`config.mk`:
```
export PLATFORM = sky130hd
export DESIGN_NAME = scfg_target
export DESIGN_NICKNAME = d
export VERILOG_FILES = /design/src/shared/scfg_pkg.sv /design/src/rtl/scfg_target.sv
export SDC_FILE = /design/constraint.sdc
export NUM_CORES = 1
export LEC_CHECK = 0
export ABC_AREA = 1
export BUFFER_PORTS_ARGS = -buffer_cell sky130_fd_sc_hd__buf_2
export CORE_MARGIN = 2
export CORE_UTILIZATION = 25
export CTS_CLUSTER_SIZE = 14
export DETAILED_ROUTE_END_ITERATION = 8
export PLACE_DENSITY_LB_ADDON = 0.12
export SYNTH_ARGS = -nofsm -noshare
export SYNTH_HDL_FRONTEND = slang
export SYNTH_SLANG_ARGS = --single-unit
export TNS_END_PERCENT = 100
```
`constraint.sdc`:
```
create_clock -name clock_in -period 2.55 [get_ports clock_in]
set_clock_uncertainty 0.2 [all_clocks]
set_input_delay 0.3825 -clock clock_in [delete_from_list [all_inputs] [get_ports clock_in]]
set_output_delay 0.3825 -clock clock_in [all_outputs]
set_load 0.005 [all_outputs]
```
`src/shared/scfg_pkg.sv`:
```
// Package: constants, states and carriers of the configuration target port
`default_nettype none
package scfg_pkg;
  // ==========================================================
  // Bus framing
  // ==========================================================
  // 8-bit write address D2h, so the 7-bit target address is 69h
  localparam logic [6:0] TGT_ADDR     = 7'h69;
  localparam logic [3:0] BITS_BYTE    = 4'h8;
  localparam logic [2:0] LAST_TX_BIT  = 3'h7;
  localparam int         CMD_MODE_BIT = 7;
  localparam int         CMD_CS_MSB   = 6;
  localparam int         CMD_CS_LSB   = 5;
  localparam logic [1:0] CS_SELF      = 2'h0;
  localparam int         CMD_OFS_MSB  = 4;
  localparam logic [4:0] BLOCK_START  = 5'h00;
  // ==========================================================
  // Register file
  // ==========================================================
  localparam int         NUM_REGS     = 8;
  localparam logic [7:0] BLOCK_COUNT  = 8'h08;
  localparam logic [4:0] LAST_OFS     = 5'h07;
  // Byte i sits at bits [8i+7:8i]; byte 7 default comes from a parameter
  localparam logic [63:0] REG_DEFAULT = 64'h0013_0001_AFEA_007C;
  localparam logic [63:0] REG_WMASK   = 64'h00C0_0000_0084_0004;
  localparam int         OE_BYTE      = 0;
  localparam int         OE_BIT       = 2;
  localparam int         SPREAD_BYTE  = 2;
  localparam int         SPREAD_BIT   = 2;
  localparam int         DEPTH_BIT    = 7;
  localparam int         TEST_BYTE    = 6;
  localparam int         TMODE_BIT    = 6;
  localparam int         TSEL_BIT     = 7;
  // ==========================================================
  // Types
  // ==========================================================
  typedef enum logic [3:0] {
    ST_IDLE     = 4'h0,
    ST_ADDR     = 4'h1,
    ST_ADDR_ACK = 4'h3,
    ST_CMD      = 4'h2,
    ST_CMD_ACK  = 4'h6,
    ST_WR       = 4'h7,
    ST_WR_ACK   = 4'h5,
    ST_RD       = 4'h4,
    ST_RD_ACK   = 4'hC,
    ST_IGNORE   = 4'hD
  } scfg_state_t;

  typedef struct packed {
    logic [4:0] ofs;
    logic [7:0] data;
  } scfg_wr_t;
endpackage : scfg_pkg
`default_nettype wire

```
`src/rtl/scfg_target.sv`:
```
// Module: two-wire configuration target with register file and write buffer
`default_nettype none
// ============================================================
// Overview of operation
// Acknowledge only address byte D2h for write, D3h for read.
// Command bit 7 low picks block transfer, high picks single byte.
// Host puts 00 in command bits 6:5 to select this device.
// Command bits 4:0 give single-byte offset; zero for block transfers.
// Block transfers walk offsets upward, each byte most significant bit first.
// Block transfer may stop after any byte; completed bytes are kept.
// Start, address with write, ack, command, ack open every transaction.
// Block write: count byte then data bytes, each acknowledged, then stop.
// Block read: after repeated start and read address, send count then data.
// Host acknowledges read bytes, not-acknowledges the last one.
// Single write: one data byte acknowledged and stored at command offset.
// Single read: repeated start, read address, one byte from the offset.
// All registers load their defaults at reset; no access needed.
// Host changes registers at initialization, not for power management.
// Reads work at bus clocks up to 400 kHz.
// Registers switch spreading on or off and pick its depth.
// Output buffer enable is set separately through the bus.
// Byte 0 bit 2 enables the differential output, default one.
// Byte 2 bit 2 spread on, default 0; bit 7 depth, default 1.
// Byte 6 bit 6 test clock mode; bit 7 picks hi-Z or divided reference.
// Foreign address or nonzero chip select: no ack, line released.
// Reserved bits read their defaults; writes to them are ignored.
// ============================================================
module scfg_target #(
  parameter int         DEPTH   = 2,
  parameter logic [7:0] ID_CODE = 8'h5A   // Arbitrary identification value
) (
  // Clock, reset, enable
  input  wire logic clock_in,
  input  wire logic rstn_in,
  input  wire logic en_in,
  // Serial bus pins
  input  wire logic scl_in,
  output logic      scl_out,
  output logic      scl_oe_out,
  input  wire logic serial_data_pin_in,
  output logic      serial_data_pin_out,
  output logic      serial_data_pin_oe_out,
  // Register update pacing
  input  wire logic cfg_ready_in,
  // Configuration outputs
  output logic      diff_out_enable_out,
  output logic      spread_enable_bit_out,
  output logic      spread_depth_select_out,
  output logic      test_mode_out,
  output logic      test_sel_out
);
  localparam int AW = (DEPTH > 1) ? $clog2(DEPTH) : 1;
  localparam int CW = $clog2(DEPTH + 1);

  // ==========================================================
  // Pin edge and condition detect
  // ==========================================================
  logic scl_q;
  logic sda_q;
  logic rise;
  logic fall;
  logic start;
  logic stop;

  always_ff @(posedge clock_in or negedge rstn_in) begin
    if (!rstn_in) begin
      scl_q <= 1'b1;
      sda_q <= 1'b1;
    end else if (en_in) begin
      scl_q <= scl_in;
      sda_q <= serial_data_pin_in;
    end
  end

  // 20 MHz sampling leaves ample margin at 400 kHz
  assign rise  = scl_in & ~scl_q;
  assign fall  = ~scl_in & scl_q;
  assign start = scl_in & scl_q & sda_q & ~serial_data_pin_in;
  assign stop  = scl_in & scl_q & ~sda_q & serial_data_pin_in;

  // ==========================================================
  // Write buffer
  // ==========================================================
  scfg_pkg::scfg_wr_t mem_q [DEPTH];
  scfg_pkg::scfg_wr_t mem_d [DEPTH];
  scfg_pkg::scfg_wr_t pw_q;
  logic [AW-1:0]      wp_q;
  logic [AW-1:0]      wp_d;
  logic [AW-1:0]      rp_q;
  logic [AW-1:0]      rp_d;
  logic [CW-1:0]      cnt_q;
  logic [CW-1:0]      cnt_d;
  logic               push;
  logic               pop;
  logic               in_ready;
  logic               out_valid;
  scfg_pkg::scfg_wr_t out_word;

  assign in_ready  = (cnt_q != CW'(DEPTH));
  assign out_valid = (cnt_q != '0);
  assign out_word  = mem_q[rp_q];
  assign pop       = out_valid & cfg_ready_in;

  always_comb begin
    mem_d = mem_q;
    wp_d  = wp_q;
    rp_d  = rp_q;
    cnt_d = cnt_q;
    if (push) begin
      mem_d[wp_q] = pw_q;
      wp_d        = (wp_q == AW'(DEPTH - 1)) ? '0 : wp_q + 1'b1;
    end
    if (pop) begin
      rp_d = (rp_q == AW'(DEPTH - 1)) ? '0 : rp_q + 1'b1;
    end
    if (push && !pop) begin
      cnt_d = cnt_q + 1'b1;
    end else if (pop && !push) begin
      cnt_d = cnt_q - 1'b1;
    end
  end

  always_ff @(posedge clock_in or negedge rstn_in) begin
    if (!rstn_in) begin
      mem_q <= '{default: '0};
      wp_q  <= '0;
      rp_q  <= '0;
      cnt_q <= '0;
    end else if (en_in) begin
      mem_q <= mem_d;
      wp_q  <= wp_d;
      rp_q  <= rp_d;
      cnt_q <= cnt_d;
    end
  end

  // ==========================================================
  // Register file
  // ==========================================================
  logic [7:0] regs_q [scfg_pkg::NUM_REGS];
  logic [7:0] regs_d [scfg_pkg::NUM_REGS];

  for (genvar i = 0; i < scfg_pkg::NUM_REGS; i++) begin : g_reg
    localparam logic [7:0] MASK = scfg_pkg::REG_WMASK[8*i +: 8];
    localparam logic [7:0] DEFV = (i == scfg_pkg::NUM_REGS - 1) ?
                                  ID_CODE : scfg_pkg::REG_DEFAULT[8*i +: 8];
    always_comb begin
      regs_d[i] = regs_q[i];
      if (pop && out_word.ofs == 5'(i)) begin
        regs_d[i] = (regs_q[i] & ~MASK) | (out_word.data & MASK);
      end
    end
    always_ff @(posedge clock_in or negedge rstn_in) begin
      if (!rstn_in) begin
        regs_q[i] <= DEFV;
      end else if (en_in) begin
        regs_q[i] <= regs_d[i];
      end
    end

  end

  assign diff_out_enable_out     = regs_q[scfg_pkg::OE_BYTE][scfg_pkg::OE_BIT];
  // Spread switch and depth share one byte
  assign spread_enable_bit_out   =
    regs_q[scfg_pkg::SPREAD_BYTE][scfg_pkg::SPREAD_BIT];
  assign spread_depth_select_out =
    regs_q[scfg_pkg::SPREAD_BYTE][scfg_pkg::DEPTH_BIT];
  assign test_mode_out           = regs_q[scfg_pkg::TEST_BYTE][scfg_pkg::TMODE_BIT];
  assign test_sel_out            = regs_q[scfg_pkg::TEST_BYTE][scfg_pkg::TSEL_BIT];

  // ==========================================================
  // Protocol engine
  // ==========================================================
  scfg_pkg::scfg_state_t st_q;
  scfg_pkg::scfg_state_t st_d;
  logic [7:0]            sh_q;
  logic [7:0]            sh_d;
  logic [7:0]            tx_q;
  logic [7:0]            tx_d;
  logic [3:0]            bc_q;
  logic [3:0]            bc_d;
  logic [4:0]            idx_q;
  logic [4:0]            idx_d;
  logic                  rd_q;
  logic                  rd_d;
  logic                  single_q;
  logic                  single_d;
  logic                  first_q;
  logic                  first_d;
  logic                  oe_q;
  logic                  oe_d;
  logic                  pend_q;
  logic                  pend_d;
  scfg_pkg::scfg_wr_t    pw_d;
  logic                  rx_state;
  logic                  rx_done;
  logic                  count_turn;
  logic [7:0]            rd_byte;
  logic [7:0]            load_byte;

  assign rx_state   = (st_q == scfg_pkg::ST_ADDR) || (st_q == scfg_pkg::ST_CMD) ||
                      (st_q == scfg_pkg::ST_WR);
  assign rx_done    = rx_state & fall & (bc_q == scfg_pkg::BITS_BYTE);
  assign count_turn = ~single_q & first_q;
  assign rd_byte    = (idx_q <= scfg_pkg::LAST_OFS) ? regs_q[idx_q[2:0]] : 8'h00;
  assign load_byte  = count_turn ? scfg_pkg::BLOCK_COUNT : rd_byte;

  always_comb begin
    st_d     = st_q;
    sh_d     = sh_q;
    tx_d     = tx_q;
    bc_d     = bc_q;
    idx_d    = idx_q;
    rd_d     = rd_q;
    single_d = single_q;
    first_d  = first_q;
    oe_d     = oe_q;
    pend_d   = pend_q;
    pw_d     = pw_q;
    push     = 1'b0;
    // A finished byte is kept even if stop follows at once
    if (pend_q && in_ready) begin
      push   = 1'b1;
      pend_d = 1'b0;
    end
    if (rx_state && rise && bc_q != scfg_pkg::BITS_BYTE) begin
      sh_d = {sh_q[6:0], serial_data_pin_in};
      bc_d = bc_q + 1'b1;
    end
    if (stop) begin
      st_d = scfg_pkg::ST_IDLE;
      oe_d = 1'b0;
    end else if (start) begin
      st_d = scfg_pkg::ST_ADDR;
      bc_d = '0;
      oe_d = 1'b0;
    end else begin
      case (st_q)
        scfg_pkg::ST_ADDR: begin
          if (rx_done) begin
            if (sh_q[7:1] == scfg_pkg::TGT_ADDR) begin
              oe_d = 1'b1;
              rd_d = sh_q[0];
              st_d = scfg_pkg::ST_ADDR_ACK;
            end else begin
              st_d = scfg_pkg::ST_IGNORE;
            end
          end
        end
        scfg_pkg::ST_CMD: begin
          if (rx_done) begin
            if (sh_q[scfg_pkg::CMD_CS_MSB:scfg_pkg::CMD_CS_LSB] != scfg_pkg::CS_SELF) begin
              st_d = scfg_pkg::ST_IGNORE;
            end else begin
              oe_d     = 1'b1;
              single_d = sh_q[scfg_pkg::CMD_MODE_BIT];
              idx_d    = sh_q[scfg_pkg::CMD_MODE_BIT] ?
                         sh_q[scfg_pkg::CMD_OFS_MSB:0] : scfg_pkg::BLOCK_START;
              first_d  = ~sh_q[scfg_pkg::CMD_MODE_BIT];
              st_d     = scfg_pkg::ST_CMD_ACK;
            end
          end
        end
        scfg_pkg::ST_WR: begin
          if (rx_done) begin
            oe_d    = 1'b1;
            st_d    = scfg_pkg::ST_WR_ACK;
            first_d = 1'b0;
            if (!count_turn) begin
              pw_d   = '{ofs: idx_q, data: sh_q};
              pend_d = 1'b1;
              idx_d  = idx_q + 1'b1;
            end
          end
        end
        scfg_pkg::ST_ADDR_ACK: begin
          if (fall) begin
            bc_d = '0;
            if (rd_q) begin
              st_d    = scfg_pkg::ST_RD;
              tx_d    = load_byte;
              oe_d    = ~load_byte[7];
              first_d = 1'b0;
              if (!count_turn) begin
                idx_d = idx_q + 1'b1;
              end
            end else begin
              st_d = scfg_pkg::ST_CMD;
              oe_d = 1'b0;
            end
          end
        end
        scfg_pkg::ST_CMD_ACK,
        scfg_pkg::ST_WR_ACK: begin
          if (fall) begin
            oe_d = 1'b0;
            bc_d = '0;
            st_d = scfg_pkg::ST_WR;
          end
        end
        scfg_pkg::ST_RD: begin
          if (fall) begin
            if (bc_q[2:0] == scfg_pkg::LAST_TX_BIT) begin
              oe_d = 1'b0;
              st_d = scfg_pkg::ST_RD_ACK;
            end else begin
              tx_d = {tx_q[6:0], 1'b0};
              oe_d = ~tx_q[6];
              bc_d = bc_q + 1'b1;
            end
          end
        end
        scfg_pkg::ST_RD_ACK: begin
          if (rise && serial_data_pin_in) begin
            st_d = scfg_pkg::ST_IGNORE;
          end else if (fall) begin
            st_d = scfg_pkg::ST_RD;
            tx_d = rd_byte;
            oe_d = ~rd_byte[7];
            bc_d = '0;
            idx_d = idx_q + 1'b1;
          end
        end
        scfg_pkg::ST_IDLE,
        scfg_pkg::ST_IGNORE: begin
          oe_d = 1'b0;
        end
        default: begin
          st_d = scfg_pkg::ST_IDLE;
          oe_d = 1'b0;
        end
      endcase
    end
  end

  always_ff @(posedge clock_in or negedge rstn_in) begin
    if (!rstn_in) begin
      st_q     <= scfg_pkg::ST_IDLE;
      sh_q     <= 8'h00;
      tx_q     <= 8'h00;
      bc_q     <= 4'h0;
      idx_q    <= 5'h00;
      rd_q     <= 1'b0;
      single_q <= 1'b0;
      first_q  <= 1'b0;
      oe_q     <= 1'b0;
      pend_q   <= 1'b0;
      pw_q     <= '0;
    end else if (en_in) begin
      st_q     <= st_d;
      sh_q     <= sh_d;
      tx_q     <= tx_d;
      bc_q     <= bc_d;
      idx_q    <= idx_d;
      rd_q     <= rd_d;
      single_q <= single_d;
      first_q  <= first_d;
      oe_q     <= oe_d;
      pend_q   <= pend_d;
      pw_q     <= pw_d;
    end
  end

  // Open-drain pins only ever pull low
  assign serial_data_pin_out    = 1'b0;
  assign serial_data_pin_oe_out = oe_q;
  assign scl_out                = 1'b0;
  // Stretch the ack low phase while the buffer is full
  assign scl_oe_out             = pend_q & ~in_ready;
endmodule : scfg_target
`default_nettype wire

```
==> metrics.yaml, run 1 <==
post-dp-hpwl_um: 7700
synth.avg_cell_area_um2: 7.06
setup_tns_ns: 0
fin_ws_ns: 0.423
nets: 598
yosysWarnings: 0
grt_util_all_layers_pct: 13.0
fmax_ghz: 0.470
drcViolationCount: 0
ios: 15
dieArea_um2: 17100
final_area_um2: 4640
relSlewSlack_pct: 61.4
maxCapViolCount: 0
clkTransAtPathRegs_ns: 0.05
postRouteAntennaNets: 0
htreeDepth: 3
clockRootBuffer: "clkbuf_16"
cts_buffers: 9
grt_pass1_wl_um: 17100
postCtsSetupRepairBufs: 0
firstDrtPassIters: 4
final-seq-area_um2: 1710
syn_inst: 569
core_um2: 15800
clk_path_buf_depth: 2
fillCellCount: 1745
cp_max_fo: 16
hold_path.class: "primary input to register"
synth_area_leaders: "dfrtp_1 (40%), nand2_1 (18%), inv_1 (5.8%)"
critPathRequiredTime_ns: 2.57
area_growth_syn_to_layout_pct: 15.5
via_per_inst: 4.30
rsz0062_at_grt: "false"
final_util_pct: 29.4
place_ws_ns: 0.387
cp-end-kind: "register"
grt_overflow_total: 0
setup.worst_path.class: "register to register"
yosysTopAreaCell: "dfrtp_1"
worst-slew-pin-transition_ns: 0.579
worst_ir_drop_vdd_mv: 0.368
dpl-instance-area_um2: 4320
synth_top_area_share_pct: 39.9
synth_edf_count: 0
ys.flop_type: "dfrtp_1"
wl_um: 10300
rows: 46
finalCritPeriodShare_pct: 83.4
vias: 3459
synthArstFlopShare_pct: 100
drv_slew: 0
finalSetupViolations: 0
multi_input_area_um2: 1990
power_mw: 3.52
finalWeightedCongestion: 0.855
status: "finished, final reports clean"
diodes: 0
clock_latency_ns: 0.34
arrival_ns: 2.14
hold_violations: 0
antenna_found_initial: 0
wl_per_cell_um: 12.8
cts.sinks: 68
grt_max_degree: 53
ys_ff_latch: 68
drive_above_1_share_pct: 10.7
die_h_um: 131
drt_iter0_markers: 182
post_cts_resize_count: 0
yosysUniqueCellTypes: 32
fin_crit_ns: 2.13
cellPowerDensity_nw_per_um2: 759
cts_tree: "yes"
die_width_um: 131
syn_area_um2: 4020
ys_seq_area_share_pct: 42.5
initial_core_util_pct: 25.5
start_kind: "register"
port-buffer-count: 12
grt_pass1_vias: 3478
total_leakage_power_nw: 2.34
## metal layers
metal	vias up	global-route usage (%)	share of wire, %
met1	1580	17.5	50
met4	0	5.51	1.9
met3	14	2.48	2.5
li1	1824	-	-
met2	41	20.6	45
met5	-	0	0
## cell type report
class / instances / share of cell area (%)
multi-input cells: 421 / 42.9
flip-flops and latches: 68 / 36.8
well taps: 216 / 5.83
inverters: 67 / 5.42
clock buffers: 13 / 5.18
repair buffers: 17 / 2.43
clock inverters: 3 / 1.40
## power breakdown
| part | internal, mW | leakage [nW] | switching [mW] |
|---|---|---|---|
| logic | 0.287 | 1.29 | 0.509 |
| clock network | 0.856 | 0.148 | 0.465 |
| registers | 1.23 | 0.899 | 0.177 |
## flip-flops by register name, indices dropped and copies added (netlist names), 2 cells and up
register  flops
sh_q          8
mem_q        16
pw_q          8
tx_q          7
idx_q         5
bc_q          4
st_q          4
cnt_q         2
## placed cells by master, fill, tap and decap left out, types with 2 or more instances in the layout
cell type,Yosys,routed
a21boi_0,3,3
a21oi_1,10,10
buf_2,5,12
buf_4,3,3
bufinv_16,0,2
clkbuf_1,6,4
clkbuf_16,0,9
conb_1,1,2
dfrtp_1,64,64
dfstp_2,4,4
ha_1,8,8
inv_1,62,62
inv_2,5,5
mux2i_1,2,2
nand2_1,193,193
nand2_2,7,7
nand3_1,29,29
nand3_2,3,3
nand3b_1,3,3
nand4_1,12,12
nor2_1,61,61
nor2_2,4,4
nor2_4,4,4
nor3_1,5,5
o211ai_1,2,2
o21ai_0,41,41
o21ai_1,17,17
or2_2,5,5
xor2_1,5,5
## through the flow
step           instances  hold slack (ns)
6_report             805            0.105
5_1_grt              805           0.0912
4_1_cts              805           0.0860
3_5_place_dp         788            0.147
3_3_place_gp         788            0.143
2_1_floorplan        570           -0.113
## synth_stat cells, types with 2 or more instances
| cell type | count |
|---|---|
| nand2_1 | 193 |
| dfrtp_1 | 64 |
| inv_1 | 62 |
| nor2_1 | 61 |
| o21ai_0 | 41 |
| nand3_1 | 29 |
| o21ai_1 | 17 |
| nand4_1 | 12 |
| a21oi_1 | 10 |
| ha_1 | 8 |
| nand2_2 | 7 |
| clkbuf_1 | 6 |
| buf_2 | 5 |
| inv_2 | 5 |
| nor3_1 | 5 |
| or2_2 | 5 |
| xor2_1 | 5 |
| dfstp_2 | 4 |
| nor2_2 | 4 |
| nor2_4 | 4 |
| a21boi_0 | 3 |
| buf_4 | 3 |
| nand3_2 | 3 |
| nand3b_1 | 3 |
| mux2i_1 | 2 |
| o211ai_1 | 2 |
## worst max-delay path, cell delays in order (launching register included)
cell and delay, ns:
dfstp_2 0.54, inv_1 0.05, nand4_1 0.14, nand2_2 0.13, nor2_2 0.23, nand2_1 0.13
nor2_4 0.18, nand2_2 0.22, nand2_1 0.12, o21ai_1 0.06
## worst paths after layout
check | startpoint | endpoint | slack, ns | depth (start not counted)
max | sda_q$_DFFE_PN1P_ | pw_q[7]$_DFFE_PN0P_ | 0.42 | 9
min | serial_data_pin_in | sda_q$_DFFE_PN1P_ | 0.11 | 3
max reg2reg | sda_q$_DFFE_PN1P_ | pw_q[7]$_DFFE_PN0P_ | 0.42 | 9
min reg2reg | pw_q[11]$_DFFE_PN0P_ | pw_q[11]$_DFFE_PN0P_ | 0.27 | 2
max in group asynchronous | rstn_in | scl_q$_DFFE_PN1P_ | 1.14 | 3
min in group asynchronous | rstn_in | test_mode_out$_DFFE_PN0P_ | 0.32 | 2
## what timing repair did
| item | CTS | global route |
|---|---|---|
| endpoints found under the hold margin | 16 | 0 |
| hold buffers | 1 | 0 |
| endpoints found under the setup margin | 0 | 0 |
## kinds of logic after synthesis
| kind of cell | after synthesis | share of synthesized area [%] |
|---|---|---|
| simple gates | 329 | 35.5 |
| buf+inv | 81 | 8.01 |
| compound gates | 75 | 9.82 |
| flops | 68 | 42.5 |
| fa+ha+maj | 8 | 2.49 |
| xor+xnor | 5 | 1.09 |
| mux | 2 | 0.499 |
| other cells | 1 | 0.0934 |
(Power assumes the default switching activity.)
==> run 2, diff against run 1 <==
--- a/config.mk
+++ b/config.mk
@@ -5,7 +5,7 @@
 export SDC_FILE = /design/constraint.sdc
 export NUM_CORES = 1
 export LEC_CHECK = 0
-export ABC_AREA = 1
+export ABC_AREA = 0
 export BUFFER_PORTS_ARGS = -buffer_cell sky130_fd_sc_hd__buf_2
 export CORE_MARGIN = 2
 export CORE_UTILIZATION = 25
==> constraint.sdc (replaced) <==
create_clock -name clock_in -period 1.7 [get_ports clock_in]
set_clock_uncertainty 0.2 [all_clocks]
set_input_delay 0.255 -clock clock_in [delete_from_list [all_inputs] [get_ports clock_in]]
set_output_delay 0.255 -clock clock_in [all_outputs]
set_load 0.005 [all_outputs]
==> metrics.yaml, run 2 <==
critPathRequiredTime_ns: 1.75  # -0.82 ns
wl_met2_um: 5820  # +25%
hold_violations: 0  # unchanged
firstDrtPassIters: 6  # +2
largest_register_ffs: 16  # unchanged
cts.sinks: 68  # unchanged
final_util_pct: 40.2  # +11 points
start_kind: "register"
fin_crit_ns: 2.42  # +0.295 ns
critPathLaunch: "bc_q[0]$_DFFE_PN0P_"
nets: 552  # -7.7%
r2r_slack_ns: -0.72  # -1.14 ns
synthArstFlopShare_pct: 100  # unchanged
diodes: 0  # unchanged
grt_pass1_wl_um: 19800  # +16%
reg2reg_to: "idx_q[2]$_DFFE_PN0P_"
violations: "negative setup slack"
syn_inst: 399  # -30%
die_width_um: 129  # -1.3%
grt_pass1_vias: 3716  # +6.8%
layout_common_cells: "buf_4 (112), dfrtp_1 (61), mux2_2 (39)"
worst_ir_drop_vdd_mv: 0.473  # +28%
arrival_ns: 2.47  # +0.33 ns
via_per_inst: 4.81  # +12%
wirelength_met1_um: 5990  # +16%
vias: 3623  # +4.7%
synth.most_common_cell: "dfrtp_1"
fmax_ghz: 0.413  # -12%
clk_path_buf_depth: 2  # unchanged
cts_tree: "yes"
syn_area_um2: 3910  # -2.6%
antenna_found_initial: 0  # unchanged
cp_max_fo: 8  # -8
die_h_um: 129  # -1.3%
ys_ff_latch: 68  # unchanged
rsz0062_at_grt: "true"
dp.cells: 708  # -10%
clkTransAtPathRegs_ns: 0.06  # about the same
core_um2: 15300  # -3.2%
cp-end-kind: "register"
path_cells: "inv_2, ha_4, nand3b_1, or3_4, or3_1, a311o_2, buf_6, a221oi_2"
wl_per_cell_um: 16.3  # +27%
post-dp-hpwl_um: 8680  # +13%
final_area_um2: 6140  # +32%
ff2ff_path_depth: 8  # -1
wl_um: 12300  # +19%
maxCapViolCount: 0  # unchanged
crit_path_top_delay_cell: "a311o_2"
dr.max_layer_used: "met4"
wl_met3_um: 258  # -0.77%
clockRootBuffer: "clkbuf_16"
ys.flop_type: "dfrtp_1"
reg2reg_from: "bc_q[0]$_DFFE_PN0P_"
cellPowerDensity_nw_per_um2: 1310  # +73%
synth_top_area_share_pct: 41.0  # +1.1 points
ys_seq_area_share_pct: 43.6  # +1.1 points
clock_latency_ns: 0.34  # about the same
drcViolationCount: 0  # unchanged
area_growth_syn_to_layout_pct: 57.0
finalSetupViolations: 49  # +49
htreeDepth: 3  # unchanged
cp-endpoint: "idx_q[2]$_DFFE_PN0P_"
hold_path.class: "primary input to register"
setup_tns_ns: -20.51  # -20.51 ns
grt_max_degree: 36  # -32%
synth_edf_count: 0  # unchanged
setup.worst_path.class: "register to register"
postRouteAntennaNets: 0  # unchanged
rows: 45  # -2.2%
fin_cells: 754  # -6.3%
ios: 15  # unchanged
dpl-instance-area_um2: 5110  # +18%
cts_buffers: 9  # unchanged
status: "finished, violations left"
total_leakage_power_nw: 2.76  # +18%
yosysWarnings: 0  # unchanged
yosysTopAreaCell: "dfrtp_1"
synth.avg_cell_area_um2: 9.80  # +39%
worst-slew-pin-transition_ns: 0.719  # +0.140 ns
fin_ws_ns: -0.722  # -1.14 ns
reg.largest.list: "mem_q: 16 flops, pw_q: 8 flops, sh_q: 8 flops"
relSlewSlack_pct: 51.8  # -9.6 points
synth_commonest_cells: "dfrtp_1 (64), mux2_2 (47), nor2_1 (30), nand2_1 (28), a21oi_1 (27)"
final_common_cell: "buf_4"
synth_area_leaders: "dfrtp_1 (41%), mux2_2 (14%), a21oi_1 (3.5%)"
initial_core_util_pct: 25.6  # +0.17 points
largest-register: "mem_q"
drt_iter0_markers: 214  # +18%
dieArea_um2: 16700  # -2.5%
drv_slew: 0  # unchanged
holdWs_ns: 0.102  # -0.00294 ns
slowest_delay_ns: 0.41  # -0.13 ns
finalWeightedCongestion: 0.809  # -5.4%
grt_overflow_total: 0  # unchanged
drive_above_1_share_pct: 54.0  # +43 points
finalCritPeriodShare_pct: 142  # +59 points
grt_util_all_layers_pct: 15.4  # +2.4 points
fillCellCount: 1528  # -12%
yosysUniqueCellTypes: 60  # +88%
port-buffer-count: 12  # unchanged
run 2: cell types whose count changed after synthesis, moves of 15 or more:
| cell | before | now |
|---|---|---|
| o21ai_0 | 41 | 24 |
| mux2_2 | 0 | 47 |
| inv_1 | 62 | 11 |
| nand2_1 | 193 | 28 |
| nor2_1 | 61 | 30 |
| o21ai_1 | 17 | 2 |
| nand3_1 | 29 | 11 |
| a21oi_1 | 10 | 27 |
run 2: per-layer routing:
metal	vias up	global-route usage, %
met5	-	0
met3	13	2.19
met4	0	6.39
li1	1742	-
met1	1805	21.3
met2	63	24.4
run 2: through the flow:
step	total power [mW]	setup slack [ns]
floorplan	3.87	-0.784
global placement	5.30	-0.803
detailed placement	5.29	-0.825
CTS	7.81	-0.717
global route	8.53	-0.777
finish	8.06	-0.722
run 2: timing repair:
item,in CTS,in global routing
setup buffers,16,12
hold buffers,1,0
hold endpoints to repair,31,0
pin swaps,31,13
setup endpoints to repair,52,56
resized for setup,78,31
cloned,2,1
run 2: how the worst min path moves through the flow:
| stage | from | endpoint | slack [ns] | cells past startpoint |
|---|---|---|---|---|
| finish | serial_data_pin_in | sh_q[0]$_DFFE_PN0P_ | 0.10 | 3 |
| global route | serial_data_pin_in | sh_q[0]$_DFFE_PN0P_ | 0.12 | 3 |
| CTS | serial_data_pin_in | sda_q$_DFFE_PN1P_ | 0.1 | 3 |
| detailed placement | rstn_in | mem_q[21]$_DFFE_PN0P_ | 0.004 | 1 |
| global placement | rstn_in | mem_q[21]$_DFFE_PN0P_ | 0.01 | 1 |
| floorplan | rstn_in | bc_q[0]$_DFFE_PN0P_ | -0.24 | 0 |
run 2: area by class of cell:
type	instances	area [um^2]	share of cell area, %
Clock buffer	10	229	3.73
Tap cell	211	264	4.30
Sequential cell	68	1710	27.9
Inverter	11	43.8	0.713
Multi-Input combinational cell	298	2590	42.2
Clock inverter	6	65.1	1.06
Timing Repair Buffer	150	1230	20.1
run 2: power breakdown:
part           internal, mW  leakage [nW]  switching (mW)
Clock                  1.14         0.142           0.745
Combinational          2.13          1.71            1.99
Sequential             1.85         0.904           0.201
run 2: cells by family after synthesis:
| logic type | share of synthesized area (%) |
|---|---|
| AO/OA/AOI/OAI | 16.7 |
| adder cells (fa/ha/maj) | 2.56 |
| buffers and inverters | 4.06 |
| flip-flops | 43.6 |
| multiplexers | 14.0 |
| AND/OR/NAND/NOR | 17.6 |
| other | 0.0959 |
| XOR/XNOR | 1.34 |
run 2: critical path, delay by kind of cell, from the launching register on:
kind            cells  cell delay [ns]
fa+ha+maj           1             0.13
flops               1             0.38
compound gates      2             0.62
simple gates        3             0.75
buf+inv             2             0.24
==> run 3, diff against run 2 <==
==> constraint.sdc (replaced) <==
create_clock -name clock_in -period 2.2 [get_ports clock_in]
set_clock_uncertainty 0.2 [all_clocks]
set_input_delay 0.33 -clock clock_in [delete_from_list [all_inputs] [get_ports clock_in]]
set_output_delay 0.33 -clock clock_in [all_outputs]
set_load 0.005 [all_outputs]
==> metrics.yaml, run 3 (synthesis results as in run 2) <==
largest_register_ffs: 16  # unchanged
violations: "negative setup slack"
grt_util_all_layers_pct: 14.6  # -0.85 points
drt_iter0_markers: 160  # -25%
fmax_ghz: 0.417  # +0.95%
pwr-share-clk_pct: 25.9  # +2.6 points
firstDrtPassIters: 5  # -1
power_mw: 5.89  # -27%
total_leakage_power_nw: 2.52  # -8.8%
cts.sinks: 68  # unchanged
final_common_cell: "buf_4"
fin_ws_ns: -0.199  # +0.523 ns
clockRootBuffer: "clkbuf_16"
final-seq-area_um2: 1710  # about the same
hold_violations: 0  # unchanged
postRouteAntennaNets: 0  # unchanged
sw_frac_of_total_pct: 36.7  # +0.29 points
clk_path_buf_depth: 2  # unchanged
htreeDepth: 3  # unchanged
vias: 3386  # -6.5%
final_util_pct: 36.7  # -3.6 points
dieArea_um2: 16700  # unchanged
rows: 45  # unchanged
cts_tree: "yes"
cellPowerDensity_nw_per_um2: 1050  # -20%
clkTransAtPathRegs_ns: 0.06  # about the same
area_growth_syn_to_layout_pct: 43.1
ios: 15  # unchanged
drive_above_1_share_pct: 45.9  # -8.0 points
reg.largest.list: "mem_q: 16 flops, pw_q: 8 flops, sh_q: 8 flops"
status: "finished, violations left"
grt_overflow_total: 0  # unchanged
p_seq_share_pct: 26.9  # +1.4 points
critPathRequiredTime_ns: 2.25  # +0.50 ns
setup.worst_path.class: "register to register"
nets: 514  # -6.9%
finalSetupViolations: 30  # -39%
place_ws_ns: -0.259  # +0.565 ns
wl_per_cell_um: 16.0  # -1.5%
port-buffer-count: 12  # unchanged
setup_tns_ns: -1.71  # +18.80 ns
grt_pass1_vias: 3376  # -9.1%
finalWeightedCongestion: 0.888  # +9.9%
die_width_um: 129  # unchanged
drcViolationCount: 0  # unchanged
drv_slew: 0  # unchanged
worst_ir_drop_vdd_mv: 0.617  # +31%
arrival_ns: 2.45  # -0.02 ns
diodes: 0  # unchanged
cp_max_fo: 8  # unchanged
multi_input_area_um2: 2370  # -8.5%
fillCellCount: 1560  # +2.1%
largest-register: "mem_q"
initial_core_util_pct: 25.6  # unchanged
cell_internal_pwr_mw: 3.73  # -27%
antenna_found_initial: 0  # unchanged
hold_path.class: "primary input to register"
fin_crit_ns: 2.40  # -0.0229 ns
maxCapViolCount: 0  # unchanged
cp-end-kind: "register"
comb_power_share_pct: 47.3  # -3.9 points
post-dp-hpwl_um: 8100  # -6.7%
grt_max_degree: 69  # +92%
via_per_inst: 4.73  # -1.6%
grt_pass1_wl_um: 18700  # -6.0%
clock_latency_ns: 0.34  # about the same
switchingPower_mw: 2.16  # -26%
finalCritPeriodShare_pct: 109  # -33 points
rsz0062_at_grt: "true"
start_kind: "register"
die_h_um: 129  # unchanged
wl_um: 11500  # -6.5%
core_um2: 15300  # unchanged
cts_buffers: 9  # unchanged
layout_common_cells: "buf_4 (84), dfrtp_1 (62), mux2_2 (45)"
[run 3: changes by cell type in the layout (fill, tap and decap cells not counted), sizes merged]
cell    delta
clkinv     -2
inv        +3
buf       -36
nand2      -1
nand3      -1
clkbuf     -1
[run 3: layout make-up]
type                       instances  share of cell area, %
clock buffer                       9                   4.02
sequential                        68                   30.5
timing repair buffer             114                   16.1
tap                              211                   4.72
inverter                          11                  0.738
clock inverter                     7                   1.50
multi-input combinational        296                   42.4
[run 3: final timing paths]
kind / from / endpoint / slack [ns] / cells past startpoint
setup / recovery: bc_q[0]$_DFFE_PN0P_ / idx_q[2]$_DFFE_PN0P_ / -0.20 / 8
hold / removal: scl_in / scl_q$_DFFE_PN1P_ / 0.22 / 3
setup reg to reg: bc_q[0]$_DFFE_PN0P_ / idx_q[2]$_DFFE_PN0P_ / -0.20 / 8
hold reg to reg: cnt_q[1]$_DFFE_PN0P_ / cnt_q[1]$_DFFE_PN0P_ / 0.29 / 1
max in group asynchronous: rstn_in / spread_depth_select_out$_DFFE_PN1P_ / 1.11 / 3
min in group asynchronous: rstn_in / cnt_q[0]$_DFFE_PN0P_ / 0.34 / 3
[run 3: what timing repair did]
item | in CTS | in global routing
pin swaps | 13 | 18
gates resized for setup | 43 | 48
gates cloned | 0 | 1
hold buffers | 1 | 0
buffers inserted | 8 | 11
hold endpoints to repair | 64 | 0
endpoints found under the setup margin | 39 | 31
[run 3: critical path, stage by stage (launching register included)]
cell and delay (ns):
dfrtp_1 0.38, inv_2 0.08, ha_4 0.13, nand3b_1 0.11, or3_4 0.35, or3_1 0.32, a311o_1 0.37, buf_6 0.16
a221oi_2 0.22
[run 3: metal layers]
| layer | vias up | wire [um] | track usage (%) |
|---|---|---|---|
| met3 | 13 | 262 | 3.10 |
| li1 | 1660 | - | - |
| met2 | 41 | 5550 | 23.2 |
| met5 | - | 0 | 0 |
| met4 | 0 | 204 | 5.50 |
| met1 | 1672 | 5450 | 19.6 |
[run 3: power groups by stage]
stage	clock network, mW	registers (mW)	logic [mW]
floorplan	0	1.56	1.21
global placement	0	1.58	2.12
detailed placement	0	1.59	2.09
CTS	1.57	1.57	2.46
global route	1.62	1.61	3.03
finish	1.52	1.58	2.78
[run 3: per-stage QoR]
stage	area (um^2)	hold slack [ns]	cells
floorplan	3920	-0.166	400
detailed placement	4750	0.195	679
global route	5600	0.228	716
CTS	5310	0.195	704
global placement	4750	0.186	679
finish	5600	0.220	716
